`src/uabw_pkg.sv`:
```
// constants and carrier types for the uart baud, address filter and wake-up block
// assumes a single 100 MHz system clock and an 8-bit register port
package uabw_pkg;

  // register indices on the plain register port
  localparam logic [2:0] UABW_ADDR_CTRL_ONE  = 3'h0;
  localparam logic [2:0] UABW_ADDR_CTRL_TWO  = 3'h1;
  localparam logic [2:0] UABW_ADDR_SW_CFG    = 3'h2;
  localparam logic [2:0] UABW_ADDR_DATA      = 3'h3;
  localparam logic [2:0] UABW_ADDR_DIVISOR   = 3'h4;
  localparam logic [2:0] UABW_ADDR_STATUS    = 3'h5;

  // uart_control_one field positions
  localparam int UABW_C1_GLOBAL_EN   = 7;
  localparam int UABW_C1_NINTH_SEL   = 6;
  localparam int UABW_C1_RX_NINTH    = 1;
  localparam int UABW_C1_TX_NINTH    = 0;

  // uart_control_two field positions
  localparam int UABW_C2_TX_EN       = 7;
  localparam int UABW_C2_RX_EN       = 6;
  localparam int UABW_C2_SPEED       = 5;
  localparam int UABW_C2_ADDR_DET    = 4;
  localparam int UABW_C2_WAKE_EN     = 3;
  localparam int UABW_C2_RX_IRQ      = 2;
  localparam int UABW_C2_IDLE_IRQ    = 1;
  localparam int UABW_C2_EMPTY_IRQ   = 0;

  // status field positions
  localparam int UABW_ST_WAKE        = 4;
  localparam int UABW_ST_OVERRUN     = 3;
  localparam int UABW_ST_RX_AVAIL    = 2;
  localparam int UABW_ST_TX_IDLE     = 1;
  localparam int UABW_ST_TX_EMPTY    = 0;

  // reset values
  localparam logic [7:0] UABW_CTRL_ONE_RST = 8'h00;
  localparam logic [7:0] UABW_CTRL_TWO_RST = 8'h00;
  localparam logic [7:0] UABW_DIVISOR_RST  = 8'h00;

  // prescaler reload values: divide by 64 low speed, 16 high speed
  localparam logic [5:0] UABW_PRE_LOW      = 6'h3f;
  localparam logic [5:0] UABW_PRE_HIGH     = 6'h0f;

  // word handed to the transmit shifter
  typedef struct packed {
    logic       ninth;
    logic [7:0] data;
  } uabw_txword_s;

  // word delivered by the receive shifter
  typedef struct packed {
    logic       valid;
    logic       overrun;
    logic       ninth;
    logic [7:0] data;
  } uabw_rxword_s;

endpackage : uabw_pkg

```
`src/uabw_top.sv`:
```
// uart baud generator, address filter, pin wake-up, interrupt enables and data register
// assumes shifters run on clk_sys_i and talk to this block through same-clock strobes;
// the two pin-side inputs come from outside the domain and are synchronised here
//
// Notes on behaviour
// - speed select bit set picks high speed, cleared picks low speed.
// - baud equals clock over 64*(N+1) low speed, 16*(N+1) high speed.
// - a dedicated free-running 8-bit timer sets the baud period.
// - divisor N is an unsigned value from 0 to 255.
// - with address detect on, a word with top bit 1 is an address and interrupts.
// - with address detect on, a word with top bit 0 is dropped; only its overrun bit still sets the overrun flag.
// - wake enabled with uart clock stopped: rx pin falling edge raises wake request.
// - pin wake-up does nothing while the uart clock runs.
// - with wake enable cleared, a falling edge never restarts the uart.
// - receive interrupt enable routes overrun and rx-available flags onto the request.
// - idle enable routes the transmitter idle flag onto the request.
// - empty enable routes the transmit-empty flag onto the request.
// - single wire off: shared pin is only the receiver input.
// - single wire on: shared pin role follows receiver and transmitter enables.
// - single wire with both enables high: shared pin is receiver only.
// - bits 7 to 1 of the single-wire register read as zero.
// - one data register: written byte goes out, read byte came in.
// - ninth-bit select picks 8 or 9 bits; separate rx and tx ninth bits.
// - global disable clears overrun and rx-available flags, tx and rx enables and counters; sets idle and empty.
//
// The address-and-strobe port and the placing of the registers were chosen for this implementation.
module uabw_top
  import uabw_pkg::*;
(
  // clock, reset, enable
  input  wire logic                 clk_sys_i,
  input  wire logic                 rst_i,
  input  wire logic                 clk_en_i,
  // register port
  input  wire logic [2:0]           addr_i,
  input  wire logic [7:0]           wdata_i,
  input  wire logic                 wr_i,
  input  wire logic                 rd_i,
  output logic      [7:0]           rdata_o,
  // shifter side, same clock
  input  wire uabw_pkg::uabw_rxword_s rx_word_i,
  input  wire logic                 tx_taken_i,
  input  wire logic                 tx_idle_i,
  input  wire logic                 tx_line_i,
  output uabw_pkg::uabw_txword_s    tx_word_o,
  output logic                      tx_word_load_o,
  output logic                      baud_tick_o,
  output logic                      nine_bit_mode_o,
  output logic                      shifter_clear_o,
  // pins and clock status, asynchronous
  input  wire logic                 rxtx_i,
  input  wire logic                 uart_clock_on_i,
  output logic                      rxtx_o,
  output logic                      rxtx_oe_o,
  output logic                      tx_o,
  output logic                      tx_oe_o,
  output logic                      rx_path_en_o,
  // request
  output logic                      irq_o,
  output logic                      wake_req_o
);

  typedef struct packed {
    logic [7:0]   ctrl_one;
    logic [7:0]   ctrl_two;
    logic         single_wire_enable;
    logic [7:0]   rx_data;
    uabw_txword_s tx_word;
    logic [7:0]   divisor;
    logic         ovr;
    logic         rxa;
    logic         idle;
    logic         empty;
    logic         wake;
    logic [5:0]   pre;
    logic [7:0]   tmr;
    logic [1:0]   pin_sync;
    logic [1:0]   clk_sync;
    logic         pin_prev;
    logic [7:0]   rdata;
    logic         load;
    logic         tick;
    logic         irq;
    logic         rxtx;
    logic         rxtx_oe;
    logic         tx;
    logic         tx_oe;
    logic         rx_path;
  } uabw_state_s;

  localparam uabw_state_s UABW_STATE_RST = '{
    ctrl_one: UABW_CTRL_ONE_RST,
    ctrl_two: UABW_CTRL_TWO_RST,
    divisor:  UABW_DIVISOR_RST,
    idle:     1'b1,
    empty:    1'b1,
    pin_sync: 2'h3,
    pin_prev: 1'b1,
    default:  '0
  };

  uabw_state_s st_q;
  uabw_state_s st_d;

  // top bit of a received word depends on the word length
  function automatic logic addr_bit(input uabw_rxword_s w, input logic nine);
    addr_bit = nine ? w.ninth : w.data[7];
  endfunction : addr_bit

  logic en;
  logic nine;
  logic transmitter_enable;
  logic receiver_enable;
  logic wr_data;
  logic rd_data;
  logic accept;
  logic pin_fall;
  logic pre_wrap;

  always_comb begin
    en       = st_q.ctrl_one[UABW_C1_GLOBAL_EN];
    nine     = st_q.ctrl_one[UABW_C1_NINTH_SEL];
    transmitter_enable     = st_q.ctrl_two[UABW_C2_TX_EN];
    receiver_enable     = st_q.ctrl_two[UABW_C2_RX_EN];
    wr_data  = wr_i && (addr_i == UABW_ADDR_DATA);
    rd_data  = rd_i && (addr_i == UABW_ADDR_DATA);
    // only the second synchroniser stage and its delayed copy are looked at
    pin_fall = st_q.pin_prev && !st_q.pin_sync[1];
    pre_wrap = (st_q.pre == 6'h00);
    accept   = rx_word_i.valid && en && receiver_enable
               && (!st_q.ctrl_two[UABW_C2_ADDR_DET] || addr_bit(rx_word_i, nine));

    st_d          = st_q;
    st_d.load     = 1'b0;
    st_d.tick     = 1'b0;
    st_d.pin_sync = {st_q.pin_sync[0], rxtx_i};
    st_d.clk_sync = {st_q.clk_sync[0], uart_clock_on_i};
    st_d.pin_prev = st_q.pin_sync[1];
    st_d.idle     = tx_idle_i;

    // register writes
    if (wr_i) begin
      unique case (addr_i)
        UABW_ADDR_CTRL_ONE: begin
          st_d.ctrl_one[7:2]           = wdata_i[7:2];
          st_d.tx_word.ninth           = wdata_i[UABW_C1_TX_NINTH];
          st_d.ctrl_one[UABW_C1_TX_NINTH] = wdata_i[UABW_C1_TX_NINTH];
        end
        UABW_ADDR_CTRL_TWO: st_d.ctrl_two = wdata_i;
        UABW_ADDR_SW_CFG:   st_d.single_wire_enable      = wdata_i[0];
        UABW_ADDR_DATA: begin
          st_d.tx_word.data = wdata_i;
          st_d.load         = 1'b1;
        end
        UABW_ADDR_DIVISOR:  st_d.divisor  = wdata_i;
        UABW_ADDR_STATUS:   st_d.wake     = st_q.wake && !wdata_i[UABW_ST_WAKE];
        default: ;
      endcase
    end

    // flags: a set in the same cycle as its clear wins
    if (wr_data) begin
      st_d.empty = 1'b0;
    end
    if (tx_taken_i || (wr_i && addr_i == UABW_ADDR_CTRL_TWO && wdata_i[UABW_C2_TX_EN])) begin
      st_d.empty = 1'b1;
    end
    if (rd_data) begin
      st_d.rxa = 1'b0;
      st_d.ovr = 1'b0;
    end
    if (accept) begin
      st_d.rx_data                   = rx_word_i.data;
      st_d.ctrl_one[UABW_C1_RX_NINTH] = rx_word_i.ninth;
      st_d.rxa                       = 1'b1;
    end
    if (rx_word_i.valid && rx_word_i.overrun && en && receiver_enable) begin
      st_d.ovr = 1'b1;
    end

    // pin wake-up only while the uart clock is stopped
    if (!st_q.clk_sync[1] && st_q.ctrl_two[UABW_C2_WAKE_EN] && pin_fall) begin
      st_d.wake = 1'b1;
    end

    // prescaler of 64 or 16, then the 8-bit timer reloaded from the divisor
    if (pre_wrap) begin
      st_d.pre = st_q.ctrl_two[UABW_C2_SPEED] ? UABW_PRE_HIGH : UABW_PRE_LOW;
      if (st_q.tmr == 8'h00) begin
        st_d.tmr  = st_q.divisor;
        st_d.tick = 1'b1;
      end else begin
        st_d.tmr = st_q.tmr - 8'h01;
      end
    end else begin
      st_d.pre = st_q.pre - 6'h01;
    end

    // global disable resets the transfer state and the tx and rx enables but keeps the other configuration
    if (!st_d.ctrl_one[UABW_C1_GLOBAL_EN]) begin
      st_d.ctrl_two[UABW_C2_TX_EN] = 1'b0;
      st_d.ctrl_two[UABW_C2_RX_EN] = 1'b0;
      st_d.rxa   = 1'b0;
      st_d.ovr   = 1'b0;
      st_d.idle  = 1'b1;
      st_d.empty = 1'b1;
      st_d.pre   = 6'h00;
      st_d.tmr   = 8'h00;
      st_d.tick  = 1'b0;
      st_d.load  = 1'b0;
    end

    // request line; a wake event is treated as a receiver-related source
    st_d.irq = (st_q.ctrl_two[UABW_C2_RX_IRQ] && (st_q.ovr || st_q.rxa || st_q.wake))
               || (st_q.ctrl_two[UABW_C2_IDLE_IRQ] && st_q.idle)
               || (st_q.ctrl_two[UABW_C2_EMPTY_IRQ] && st_q.empty);

    // pin roles; receiver wins when both enables are set on one wire
    st_d.rx_path = en && receiver_enable;
    st_d.rxtx_oe = en && st_q.single_wire_enable && transmitter_enable && !receiver_enable;
    st_d.rxtx    = st_q.single_wire_enable ? tx_line_i : 1'b1;
    st_d.tx_oe   = en && transmitter_enable && !st_q.single_wire_enable;
    st_d.tx      = tx_line_i;

    // read data, one cycle after the strobe
    st_d.rdata = 8'h00;
    if (rd_i) begin
      unique case (addr_i)
        UABW_ADDR_CTRL_ONE: st_d.rdata = {st_q.ctrl_one[7:1], 1'b0};
        UABW_ADDR_CTRL_TWO: st_d.rdata = st_q.ctrl_two;
        UABW_ADDR_SW_CFG:   st_d.rdata = {7'h00, st_q.single_wire_enable};
        UABW_ADDR_DATA:     st_d.rdata = st_q.rx_data;
        UABW_ADDR_DIVISOR:  st_d.rdata = st_q.divisor;
        UABW_ADDR_STATUS:   st_d.rdata = {3'h0, st_q.wake, st_q.ovr, st_q.rxa,
                                          st_q.idle, st_q.empty};
        default:            st_d.rdata = 8'h00;
      endcase
    end
  end

  always_ff @(posedge clk_sys_i or posedge rst_i) begin
    if (rst_i) begin
      st_q <= UABW_STATE_RST;
    end else if (clk_en_i) begin
      st_q <= st_d;
    end
  end

  assign rdata_o         = st_q.rdata;
  assign tx_word_o       = st_q.tx_word;
  assign tx_word_load_o  = st_q.load;
  assign baud_tick_o     = st_q.tick;
  assign nine_bit_mode_o = st_q.ctrl_one[UABW_C1_NINTH_SEL];
  assign shifter_clear_o = !st_q.ctrl_one[UABW_C1_GLOBAL_EN];
  assign rxtx_o          = st_q.rxtx;
  assign rxtx_oe_o       = st_q.rxtx_oe;
  assign tx_o            = st_q.tx;
  assign tx_oe_o         = st_q.tx_oe;
  assign rx_path_en_o    = st_q.rx_path;
  assign irq_o           = st_q.irq;
  assign wake_req_o      = st_q.wake;
endmodule : uabw_top

```
`config.mk`:
```
export PLATFORM = sky130hd
export DESIGN_NAME = uabw_top
export DESIGN_NICKNAME = d
export VERILOG_FILES = /design/src/uabw_pkg.sv /design/src/uabw_top.sv
export SDC_FILE = /design/constraint.sdc
export NUM_CORES = 1
export LEC_CHECK = 0
export BUFFER_PORTS_ARGS = -buffer_cell sky130_fd_sc_hd__buf_2
export CORE_MARGIN = 8
export CORE_UTILIZATION = 55
export CTS_BUF_LIST = sky130_fd_sc_hd__clkbuf_2
export CTS_CLUSTER_DIAMETER = 50
export DETAILED_ROUTE_END_ITERATION = 16
export HOLD_SLACK_MARGIN = 0.03
export PLACE_DENSITY_LB_ADDON = 0.1
export SLEW_MARGIN = 20
export SYNTH_ARGS = -nofsm -noshare
export SYNTH_HDL_FRONTEND = slang
export SYNTH_SLANG_ARGS = --single-unit
```
`constraint.sdc`:
```
create_clock -name clk_sys_i -period 2.8 [get_ports clk_sys_i]
set_clock_uncertainty 0.15 [all_clocks]
set_input_delay 0.14 -clock clk_sys_i [delete_from_list [all_inputs] [get_ports clk_sys_i]]
set_output_delay 0.14 -clock clk_sys_i [all_outputs]
set_load 0.03 [all_outputs]
```
==> impl_metrics.toml <==
[finish]
final_layout_size_suffix_gt1_frac = 0.320
final_common_cell = "dfrtp_1"
seqCellArea_sq_um = 2030
final_core_util = 0.661
multi_input_area_sq_um = 1740
fillers = 584
fin_cells = 533
num-nets-final = 463
area_delta_synth_final_pct = 17.9
antennaDiodeCount = 0
final_cell_mix = "dfrtp_1 (76), buf_2 (59), mux2_2 (39)"

[synth]
yosys.area_share.adder = 0.00622
synth_edf_count = 0
synth-seq-cells = 81
yosys.area_share.xor_xnor = 0
syn_inst = 354
synthFlopType = "dfrtp_1"
synth-simple-area-share = 0.132
synth_cell_type_count = 59
syn_area_per_cell_sq_um = 11.4
synth_mux_area_frac = 0.150
synth_seq_area_share = 0.505
synth_top_area_share = 0.473
synth_warnings = 0
synth_top_family_by_area = "multiplexers"
synthesis.area_sq_um = 4020
yosysTopAreaCell = "dfrtp_1"
synthTopCellsByArea = "dfrtp_1 (47%), mux2_2 (11%), buf_4 (3.5%)"
synth_compound_area_frac = 0.143
synth_nets = 388
synthArstFlopShare = 1.00

[clock_tree]
insertion_delay_ps = 520
cts_hold_buf = 32
post_cts_resized = 0
htreeDepth = 3
cts-root-buf = "clkbuf_2"
clock_path_buffers = 2
numCtsBuffers = 9
clock-sinks = 81
cts_tree = "done"
post-cts-setup-buffers = 0
clk_pin_slew_worst_paths_ps = 230

[grt]
grt_max_degree = 82
grt_pass1_vias = 3166
overflow = 0
use_met2 = 0.327
grt_pass1_wl_um = 16500
grtUsageTotal = 0.208
met1_usage = 0.272
busiest_layer = "met2"
antenna_found_initial = 0
grt_use_met3 = 0.0509

[floorplan]
io_pins = 60
dieHeight_um = 102
num_rows = 31
start_util = 0.561
die_w_um = 102
core_sq_um = 7180
die-area_sq_um = 10300

[critical_path]
reg2reg_from = "st_q[21]$_DFFE_PP0P_"
critPathTopFamily = "buffers and inverters"
crit_top_cell = "dlygate4sd3_1"
crit_start = "addr_i[1]"
path_max_fanout = 15
required_ps = 3090
arrival_ps = 2590
cpMaxStageDelayCell = "dlygate4sd3_1"
crit_path_cell_trace = "dlygate4sd3_1 -> buf_2 -> inv_1 -> nor4_1 -> o32a_1 -> dlygate4sd3_1 -> nor2_1"
worst_setup_path_end_kind = "flop"
cp_num_buf_inv = 4
critPathMaxStageDelay_ps = 560
start_kind = "input pin"
timing_worst_setup_path_type = "in2reg"

[sta]
tns_ps = 0
worstMarginPinSlew_ps = 673
fin_crit_ps = 2300
period_share = 0.823
rsz0062_at_grt = "no"
max_freq_mhz = 434
setup_viol = 0
max_slew_margin = 0.551
final.setup.worst_slack_ps = 497
finalHoldViolCount = 0
final_max_slew_viol_count = 0

[power_and_ir_drop]
power_leakage_nw = 2.20
power_density_nw_per_um2 = 791
max-vdd-ir-drop_v = 0.000520

[route]
drc_errors = 0
first_pass_iters = 4
routedWlPerCell_um = 18.6
vias = 3044
ant_nets = 0
vias_per_cell = 5.71
initialDrtViolationCount = 182
wirelength_um = 9920

[placed_design]
post-place-ws_ps = 782
place_congestion = 0.897
dp_cells = 485
io_buffers = 59
hpwlAfterDp_um = 6890

[status]
status = "finished, final reports clean"

[run]
maxCapViolCount = 0

[hold_path]
hold_class = "in2async"
## where the power goes
part / total, mW / internal [mW] / switching (mW)
sequential: 1.72 / 1.46 / 0.265
clock: 0.720 / 0.304 / 0.417
combinational: 1.31 / 0.592 / 0.721
## routing by layer
layer / wire [um] / part of all wire
met4: 210 / 0.021
met1: 4450 / 0.45
met3: 447 / 0.045
met2: 4810 / 0.49
met5: 0 / 0
## flip-flops by register name, summed over array words and instances (netlist names), 3 cells and up
signal	count
st_q	50
rdata_o	8
tx_word_o	8
st_d	3
## tightest hold or removal path, stage by stage
cell	delay, ps
dlygate4sd3_1	530
buf_2	120
clkinv_2	50
buf_12	340
## kinds of logic after synthesis
family	Yosys count
adders and majority gates	2
muxes	52
buffers and inverters	46
AOI/OAI and AO/OA	78
and+or+nand+nor	95
DFF	81
## cell usage after synthesis, types with 4 or more instances
cell type	count
dfrtp_1	76
mux2_2	39
nand2_1	32
buf_4	19
nor2_1	18
inv_1	16
o2bb2ai_1	15
a21oi_1	11
o21ai_0	11
buf_2	8
mux2i_1	7
nand4_1	6
nor3_1	6
a22oi_1	5
dfstp_2	5
o21ai_1	4
## stage by stage
| step | cell area, sq um | hold WS, ps | total power, mW |
|---|---|---|---|
| 2_1_floorplan | 4020 | 95.4 | 2.72 |
| 3_3_place_gp | 4280 | 112 | 2.99 |
| 5_1_grt | 4740 | 34.7 | 4.00 |
| 3_5_place_dp | 4280 | 116 | 3.02 |
| 4_1_cts | 4740 | 39.2 | 3.78 |
| 6_report | 4740 | 37.3 | 3.75 |
## worst paths after layout
path                                     endpoint  slack, ps  depth (start not counted)
max                          st_q[39]$_DFFE_PP0P_        500                          7
min                              tx_o$_DFFE_PP0P_         40                          4
max reg2reg                  st_q[23]$_DFFE_PP0P_        720                          6
min reg2reg                rdata_o[3]$_DFFE_PP0P_        360                          1
max in group asynchronous    st_q[37]$_DFFE_PP1P_       2070                          4
min in group clk_sys_i     wake_req_o$_DFFE_PP0P_         60                          3
## cell type report
| cell class | count | area share |
|---|---|---|
| flip-flops and latches | 81 | 0.429 |
| multi-input cells | 227 | 0.366 |
| repair buffers | 94 | 0.137 |
| well taps | 99 | 0.0261 |
| clock inverters | 6 | 0.0190 |
| inverters | 16 | 0.0129 |
| clock buffers | 10 | 0.0105 |
(Power assumes the default switching activity.)
